**src/shared/poscmp_consts.svh**
```systemverilog
// Register offsets, field limits, reset values and widths of the position compare channels.
`ifndef POSCMP_CONSTS_SVH
`define POSCMP_CONSTS_SVH

// Parameter address width and data width of the parameter port.
`define PARAM_ADDR_W        16
`define PARAM_DATA_W        32

// Channel 2 parameter offsets.
`define CH2_RUN_CONTROL     16'h0b06
`define CH2_CRITERION       16'h0b0a
`define CH2_SOURCE          16'h0b0e
`define CH2_VALUE_A         16'h0b14
`define CH2_VALUE_B         16'h0b16

// Channel 3 parameter offsets.
`define CH3_RUN_CONTROL     16'h0b18
`define CH3_CRITERION       16'h0b1c
`define CH3_SOURCE          16'h0b20
`define CH3_VALUE_A         16'h0b24
`define CH3_VALUE_B         16'h0b26

// Channel 4 parameter offsets.
`define CH4_RUN_CONTROL     16'h0b1a
`define CH4_CRITERION       16'h0b1e
`define CH4_SOURCE          16'h0b22
`define CH4_VALUE_A         16'h0b28
`define CH4_VALUE_B         16'h0b2a

// Largest legal setting of each selector and the only legal source.
`define CRITERION_MAX       32'h0000_0005
`define RUN_CONTROL_MAX     32'h0000_0003
`define SOURCE_ENCODER1     32'h0000_0000

// Reset values of every setting.
`define RUN_CONTROL_RESET   2'h0
`define CRITERION_RESET     3'h0
`define SOURCE_RESET        16'h0000
`define VALUE_RESET         32'h0000_0000

// Number of channels held by this block.
`define CHANNEL_COUNT       3

`endif

```
**src/shared/poscmp_pkg.sv**
```systemverilog
// Types shared by the position compare channels and their parameter file.
package poscmp_pkg;

  // Comparison criterion of one channel.
  typedef enum logic [2:0] {
    CRIT_GE_A      = 3'b000,
    CRIT_LE_A      = 3'b001,
    CRIT_IN_BASIC  = 3'b010,
    CRIT_OUT_BASIC = 3'b011,
    CRIT_IN_EXT    = 3'b100,
    CRIT_OUT_EXT   = 3'b101
  } criterion_t;

  // Start and stop setting of one channel.
  typedef enum logic [1:0] {
    RUN_OFF_HOLD = 2'b00,
    RUN_ON       = 2'b01,
    RUN_OFF_CLR  = 2'b10,
    RUN_OFF_SET  = 2'b11
  } run_ctrl_t;

  // Which setting of a channel an address selects.
  typedef enum logic [2:0] {
    FLD_RUN   = 3'b000,
    FLD_CRIT  = 3'b001,
    FLD_SRC   = 3'b010,
    FLD_VAL_A = 3'b011,
    FLD_VAL_B = 3'b100,
    FLD_NONE  = 3'b111
  } field_t;

  // Full setting of one channel as seen by its comparator.
  typedef struct packed {
    run_ctrl_t          run;
    criterion_t         crit;
    logic [15:0]        source;
    logic signed [31:0] value_a;
    logic signed [31:0] value_b;
  } channel_cfg_t;

  // One actual position sample from encoder 1.
  typedef struct packed {
    logic               valid;
    logic signed [31:0] pos;
  } pos_sample_t;

  // Result of decoding a parameter address.
  typedef struct packed {
    logic       hit;
    logic [1:0] ch;
    field_t     field;
  } reg_decode_t;

endpackage

```
**src/core/compare_channel.sv**
```systemverilog
// One position compare channel: criterion evaluation and its status bit.
`timescale 1ns/1ps
`include "poscmp_consts.svh"

module compare_channel
  import poscmp_pkg::*;
(
  // Clock, reset and enable.
  input  wire logic         clk,
  input  wire logic         reset_n,
  input  wire logic         ce,
  // Current channel setting and position sample.
  input  wire channel_cfg_t cfg,
  input  wire pos_sample_t  sample,
  // Channel status bit.
  output logic              status
);

  // The range criteria accept A and B in either order, so the span is ordered here.
  function automatic logic criterion_hit(input criterion_t crit,
                                         input logic signed [31:0] p,
                                         input logic signed [31:0] a,
                                         input logic signed [31:0] b);
    logic signed [31:0] lo;
    logic signed [31:0] hi;
    logic               in_span;
    lo      = (a < b) ? a : b;
    hi      = (a < b) ? b : a;
    in_span = (p >= lo) && (p <= hi);
    case (crit)
      CRIT_GE_A:      criterion_hit = (p >= a);
      CRIT_LE_A:      criterion_hit = (p <= a);
      CRIT_IN_BASIC:  criterion_hit = in_span;
      CRIT_OUT_BASIC: criterion_hit = !in_span;
      // Extended variants compare exactly like the basic ones.
      CRIT_IN_EXT:    criterion_hit = in_span;
      CRIT_OUT_EXT:   criterion_hit = !in_span;
      default:        criterion_hit = 1'b0;
    endcase
  endfunction

  logic hit;

  // Only encoder 1 exists, so any other source never produces a hit.
  assign hit = (cfg.source == `SOURCE_RESET) && criterion_hit(cfg.crit, sample.pos, cfg.value_a, cfg.value_b);

  // Status follows the run setting; forced states apply without waiting for a sample.
  always_ff @(posedge clk) begin
    if (!reset_n) begin
      status <= 1'b0;
    end else if (ce) begin
      case (cfg.run)
        RUN_OFF_HOLD: status <= status;
        RUN_ON: begin
          if (sample.valid) begin
            status <= hit;
          end
        end
        RUN_OFF_CLR:  status <= 1'b0;
        RUN_OFF_SET:  status <= 1'b1;
        default:      status <= status;
      endcase
    end
  end

endmodule

```
**src/core/position_compare_channels.sv**
```systemverilog
// Position compare channels 2 to 4 with their parameter file.
//
// Overview of operation
// - Criterion 0: position at or above A.
// - Criterion 1: position at or below A.
// - Criterion 2: position inside A..B, limits included.
// - Criterion 3: position outside A..B, limits excluded.
// - Criterion 4: position inside A..B, limits included.
// - Criterion 5: position outside A..B, limits excluded.
// - Source accepts only 0, encoder 1 position.
// - Run 0: stop, status keeps last value.
// - Run 1: compare continuously, drive status.
// - Run 2: stop, status forced to 0.
// - Run 3: stop, status forced to 1.
// - Written settings take effect at once.
// - Value A signed 32 bits, resets zero.
// - Value B signed 32 bits, second bound.
// - Channel 4 complete and independent.
`timescale 1ns/1ps
`include "poscmp_consts.svh"

module position_compare_channels
  import poscmp_pkg::*;
(
  // Clock, reset and enable.
  input  wire logic                        clk,
  input  wire logic                        reset_n,
  input  wire logic                        ce,
  // Actual position of encoder 1.
  input  wire logic                        pos_valid,
  input  wire logic signed [31:0]          pos_actual,
  // Parameter write port.
  input  wire logic                        wr_en,
  input  wire logic [`PARAM_ADDR_W-1:0]    wr_addr,
  input  wire logic [`PARAM_DATA_W-1:0]    wr_data,
  output logic                             wr_ack,
  output logic                             wr_err,
  // Parameter read port.
  input  wire logic                        rd_en,
  input  wire logic [`PARAM_ADDR_W-1:0]    rd_addr,
  output logic                             rd_valid,
  output logic                             rd_err,
  output logic [`PARAM_DATA_W-1:0]         rd_data,
  // Status bits, bit 0 is channel 2, bit 2 is channel 4.
  output logic [`CHANNEL_COUNT-1:0]        status_bits
);

  // Maps a parameter address to a channel and a setting; misses give hit low.
  function automatic reg_decode_t decode_addr(input logic [`PARAM_ADDR_W-1:0] addr);
    reg_decode_t d;
    d = '{hit: 1'b1, ch: 2'd0, field: FLD_NONE};
    case (addr)
      `CH2_RUN_CONTROL: d = '{hit: 1'b1, ch: 2'd0, field: FLD_RUN};
      `CH2_CRITERION:   d = '{hit: 1'b1, ch: 2'd0, field: FLD_CRIT};
      `CH2_SOURCE:      d = '{hit: 1'b1, ch: 2'd0, field: FLD_SRC};
      `CH2_VALUE_A:     d = '{hit: 1'b1, ch: 2'd0, field: FLD_VAL_A};
      `CH2_VALUE_B:     d = '{hit: 1'b1, ch: 2'd0, field: FLD_VAL_B};
      `CH3_RUN_CONTROL: d = '{hit: 1'b1, ch: 2'd1, field: FLD_RUN};
      `CH3_CRITERION:   d = '{hit: 1'b1, ch: 2'd1, field: FLD_CRIT};
      `CH3_SOURCE:      d = '{hit: 1'b1, ch: 2'd1, field: FLD_SRC};
      `CH3_VALUE_A:     d = '{hit: 1'b1, ch: 2'd1, field: FLD_VAL_A};
      `CH3_VALUE_B:     d = '{hit: 1'b1, ch: 2'd1, field: FLD_VAL_B};
      `CH4_RUN_CONTROL: d = '{hit: 1'b1, ch: 2'd2, field: FLD_RUN};
      `CH4_CRITERION:   d = '{hit: 1'b1, ch: 2'd2, field: FLD_CRIT};
      `CH4_SOURCE:      d = '{hit: 1'b1, ch: 2'd2, field: FLD_SRC};
      `CH4_VALUE_A:     d = '{hit: 1'b1, ch: 2'd2, field: FLD_VAL_A};
      `CH4_VALUE_B:     d = '{hit: 1'b1, ch: 2'd2, field: FLD_VAL_B};
      default:          d = '{hit: 1'b0, ch: 2'd0, field: FLD_NONE};
    endcase
    return d;
  endfunction

  // Setting storage, one entry per channel.
  run_ctrl_t          run_reg   [`CHANNEL_COUNT];
  criterion_t         crit_reg  [`CHANNEL_COUNT];
  logic [15:0]        src_reg   [`CHANNEL_COUNT];
  logic signed [31:0] val_a_reg [`CHANNEL_COUNT];
  logic signed [31:0] val_b_reg [`CHANNEL_COUNT];

  reg_decode_t wr_dec;
  reg_decode_t rd_dec;
  logic        wr_legal;
  pos_sample_t sample;

  assign wr_dec = decode_addr(wr_addr);
  assign rd_dec = decode_addr(rd_addr);
  assign sample = '{valid: pos_valid, pos: pos_actual};

  // Selectors outside their documented range are refused so a channel never holds a code it cannot act on.
  always_comb begin
    case (wr_dec.field)
      FLD_RUN:   wr_legal = (wr_data <= `RUN_CONTROL_MAX);
      FLD_CRIT:  wr_legal = (wr_data <= `CRITERION_MAX);
      FLD_SRC:   wr_legal = (wr_data == `SOURCE_ENCODER1);
      FLD_VAL_A: wr_legal = 1'b1;
      FLD_VAL_B: wr_legal = 1'b1;
      default:   wr_legal = 1'b0;
    endcase
  end

  // Setting writes; each channel has its own storage so channels stay independent.
  always_ff @(posedge clk) begin
    if (!reset_n) begin
      for (int i = 0; i < `CHANNEL_COUNT; i++) begin
        run_reg[i]   <= run_ctrl_t'(`RUN_CONTROL_RESET);
        crit_reg[i]  <= criterion_t'(`CRITERION_RESET);
        src_reg[i]   <= `SOURCE_RESET;
        val_a_reg[i] <= `VALUE_RESET;
        val_b_reg[i] <= `VALUE_RESET;
      end
    end else if (ce && wr_en && wr_dec.hit && wr_legal) begin
      case (wr_dec.field)
        FLD_RUN:   run_reg[wr_dec.ch]   <= run_ctrl_t'(wr_data[1:0]);
        FLD_CRIT:  crit_reg[wr_dec.ch]  <= criterion_t'(wr_data[2:0]);
        FLD_SRC:   src_reg[wr_dec.ch]   <= wr_data[15:0];
        FLD_VAL_A: val_a_reg[wr_dec.ch] <= wr_data;
        FLD_VAL_B: val_b_reg[wr_dec.ch] <= wr_data;
        default:   run_reg[wr_dec.ch]   <= run_reg[wr_dec.ch];
      endcase
    end
  end

  // Write answer one cycle after the request.
  always_ff @(posedge clk) begin
    if (!reset_n) begin
      wr_ack <= 1'b0;
      wr_err <= 1'b0;
    end else if (ce) begin
      wr_ack <= wr_en;
      wr_err <= wr_en && !(wr_dec.hit && wr_legal);
    end
  end

  // Read answer one cycle after the request; narrow settings read zero above their width.
  always_ff @(posedge clk) begin
    if (!reset_n) begin
      rd_valid <= 1'b0;
      rd_err   <= 1'b0;
      rd_data  <= 32'h0000_0000;
    end else if (ce) begin
      rd_valid <= rd_en;
      rd_err   <= rd_en && !rd_dec.hit;
      if (rd_en) begin
        case (rd_dec.field)
          FLD_RUN:   rd_data <= {30'h0, run_reg[rd_dec.ch]};
          FLD_CRIT:  rd_data <= {29'h0, crit_reg[rd_dec.ch]};
          FLD_SRC:   rd_data <= {16'h0000, src_reg[rd_dec.ch]};
          FLD_VAL_A: rd_data <= val_a_reg[rd_dec.ch];
          FLD_VAL_B: rd_data <= val_b_reg[rd_dec.ch];
          default:   rd_data <= 32'h0000_0000;
        endcase
      end
    end
  end

  // One comparator per channel, each fed directly from live settings.
  for (genvar g = 0; g < `CHANNEL_COUNT; g++) begin : g_ch
    channel_cfg_t cfg;
    assign cfg = '{run: run_reg[g], crit: crit_reg[g], source: src_reg[g],
                   value_a: val_a_reg[g], value_b: val_b_reg[g]};
    compare_channel u_ch (
      .clk     (clk),
      .reset_n (reset_n),
      .ce      (ce),
      .cfg     (cfg),
      .sample  (sample),
      .status  (status_bits[g])
    );
  end

endmodule

```
**config.mk**
```make
export PLATFORM = sky130hd
export DESIGN_NAME = position_compare_channels
export DESIGN_NICKNAME = d
export VERILOG_FILES = /design/src/shared/poscmp_pkg.sv /design/src/core/compare_channel.sv /design/src/core/position_compare_channels.sv
export VERILOG_INCLUDE_DIRS = /design/src /design/src/shared
export SDC_FILE = /design/constraint.sdc
export NUM_CORES = 1
export LEC_CHECK = 0
export BUFFER_PORTS_ARGS = -buffer_cell sky130_fd_sc_hd__buf_2
export CORE_UTILIZATION = 53
export DETAILED_ROUTE_END_ITERATION = 6
export HOLD_SLACK_MARGIN = 0.15
export PLACE_DENSITY = 0.73
export RECOVER_POWER = 25
export SYNTH_ARGS = -nofsm -noshare
export SYNTH_HDL_FRONTEND = slang
export SYNTH_SLANG_ARGS = --single-unit
```
**constraint.sdc**
```tcl
create_clock -name clk -period 4.5 [get_ports clk]
set_clock_uncertainty 0.1 [all_clocks]
set_input_delay 0.225 -clock clk [delete_from_list [all_inputs] [get_ports clk]]
set_output_delay 0.225 -clock clk [all_outputs]
set_load 0.01 [all_outputs]
```
==> metrics <==
Post-Route WL 115000 µm; Worst EP required 4870 ps; post-synthesis adder-cell area fraction between 15 and 20%; Max Cap Viol 1; measured slew at the worst slew-check pin 1550 ps; PwrDens 292 nW/µm²; gr usage total between 30% and 40%; I/O pins between 100 and 150; ys async rst share 0%; Syn Inst Count 3154; leading cell type in the layout, fill and taps excluded buf_4; Hold Path Class input port to flip-flop; crit path max-delay cell type or4b_4; setup TNS -1660 ps; WS Path Type flip-flop to flip-flop; Peak Freq ~200 MHz; HPWL after DPL 85300 µm; Layout Cells excl Fill 4547; Core Rows 88; Largest stage delay, worst path ~570 ps; drt initial violations roughly 3300; Crit Path Max Fanout 7; first-pass GRT wire length about 170000 µm; min Tclk post-route 5070 ps; post-synthesis compound-gate area fraction 14.9%; Initial Util a little over half; Worst Setup SP val_a_reg[0][9]; worst vdd ir ~0.32 mV; status finished with violations; post-synthesis simple-gate area fraction 20.1%; GR Overflow Total 0; Layout Nets 4228; CP delay by family, top simple AND/OR/NAND/NOR gates; final worst-path cycle share 113%; htree depth 2; Setup WS post-layout -569 ps; relative slew slack -3.09%; yosys warns 0; fillcell total 4666; worst path bufs/invs 3; total clock sinks 379; clk_lat worst skew about 610 ps; Hold Violations, Final 0; ANT nets after route 0; clock-pin slew on the worst setup and hold paths 60 ps; drt drc 0; unrepaired setup endpoints after global routing yes; cell breakdown of the critical path ha_1, buf_4, nand4_1, nor2_2, a21oi_2, o211ai_1, a31oi_2, or4_4, o21ai_2, o41ai_2, buf_4, buf_6, mux2i_1, ha_1, a21o_1, a21o_1, a21oi_2, o22ai_2, or4b_4, a21oi_2, a21o_1, a31oi_1, nand3b_1; WL per Instance between 20 and 30 µm; TritonCTS clock tree yes; die area roughly 60000 µm²; worst slack at placement -839 ps; synthesized area per cell 9.79 µm²; failing checks capacitance limit, slew limit, setup timing; Reg2Reg Launch Point val_a_reg[0][9]; initial antenna violation count 7; pin count of the biggest net entering global routing roughly 150; via count 29568; CTS Buf Count 43; post-synthesis register bit count 379; sequential area share after synthesis 35.6%; core area roughly 58000 µm²; most frequent cells in the layout 407 x buf_4, 372 x ha_1, 340 x edfxtp_1; largest family of logic cells by synthesized area simple AND/OR/NAND/NOR gates; Port Buffer Count 140; clock root cell clkbuf_16; Die X approximately 240 µm; Detailed Routing Iterations Pass 1 6; mux cell area share after synthesis 8.34%; vias in the first global route 28000; Final setup viols 3; dpl cells 4387; Syn-to-layout area delta 23.6%; DIE HEIGHT 243 µm; CP Capture Type flip-flop; max-slew violation count 28; prevailing post-synth register cell edfxtp_1; type of origin of the critical path flip-flop; worst reg2reg setup slack -570 ps; worst-case clock buffer depth 3; min-delay src rd_addr[1]; vias per cell 6.50; Netlist cell types 77; EDFF count, synth 340; share of layout cells above drive strength 1 between 10% and 20%; Leak 17.1 nW; RD Place Congestion 1.00; Synth Area in XOR/XNOR 0.255%; Crit path arrival time 5440 ps; synthesized cell area 30900 µm²
-- final timing paths --
check | end | cells after the start
worst max-delay path | g_ch[0].u_ch.status | 23
worst min-delay path | rd_data[1] | 5
worst max register to register | g_ch[0].u_ch.status | 23
worst min register to register | rd_data[30] | 2
-- where the power goes --
part / internal, W / switching (W)
registers: 0.00406 / 0.000127
logic: 0.00153 / 0.00193
clock network: 0.00196 / 0.00155
-- worst reg2reg max path, cell delays in order (launching register included) --
cell      delay [ps]
edfxtp_1         390
ha_1             310
buf_4            100
nand4_1          160
nor2_2           210
a21oi_2           70
o211ai_1         140
a31oi_2          110
or4_4            550
o21ai_2          160
o41ai_2           90
buf_4            210
buf_6            140
mux2i_1          110
ha_1             300
a21o_1           200
a21o_1           190
a21oi_2          200
o22ai_2          110
or4b_4           570
a21oi_2          140
a21o_1           150
a31oi_1           90
nand3b_1         170
-- cells by family (layout without fill, tap and decap cells) --
| family | Yosys count | after routing |
|---|---|---|
| DFF | 379 | 379 |
| xor gates and xnor gates | 9 | 9 |
| muxes | 192 | 192 |
| AOI/OAI and AO/OA | 653 | 653 |
| adders and majority gates | 381 | 381 |
| buffers and inverters | 415 | 909 |
| and+or+nand+nor | 1124 | 1124 |
| other | 1 | 135 |
-- cell type report --
type,count,area (µm²),area share [%]
multi-input cells,2492,19300,50.6
inverters,203,762,2.00
repair buffers,626,4770,12.5
flip-flops and latches,379,11000,28.8
diodes,2,5.00,0.0131
well taps,765,957,2.51
clock inverters,24,229,0.600
clock buffers,56,1160,3.03
-- synth_stat cells, types with 43 or more instances --
cell type | n | area, µm²
ha_1 | 381 | 4770
edfxtp_1 | 340 | 10200
nand2_1 | 214 | 803
inv_1 | 203 | 762
clkbuf_1 | 156 | 586
nand4_1 | 152 | 951
nor3_1 | 147 | 736
mux2i_1 | 137 | 1370
a21oi_1 | 130 | 651
a21o_1 | 125 | 938
and3_1 | 119 | 744
and2_1 | 118 | 738
nand3_1 | 87 | 435
o21ai_0 | 75 | 375
nor2_1 | 74 | 278
nand3b_1 | 69 | 518
o311ai_0 | 66 | 578
o31ai_1 | 65 | 488
mux4_2 | 52 | 1170
a211oi_1 | 43 | 323
-- metal layers --
layer / wire [µm] / vias to the layer above / track usage, %
li1: - / 13226 / -
met5: 0 / - / 0
met2: 49900 / 1657 / 57.6
met4: 5010 / 0 / 16.1
met3: 12500 / 289 / 6.08
met1: 47800 / 14396 / 53.9
-- timing repair --
action | in CTS | in global routing
hold buffers | 40 | 0
cloned | 4 | 1
endpoints found under the setup margin | 3 | 3
setup buffers | 17 | 18
pin swaps | 43 | 51
hold endpoints to repair | 309 | 0
gates resized for setup | 72 | 72
-- stage by stage --
step,total power (W),util [%],instance area (µm²),hold WS [ps]
after global placement,0.00723,61.7,35600,369
final,0.0112,66.2,38200,280
after CTS,0.0110,65.7,37900,252
after global routing,0.0116,66.2,38200,323
after detailed placement,0.00733,61.7,35600,382
after floorplan,0.00603,-,31500,224
No activity file was read; power rests on OpenSTA's default activity.
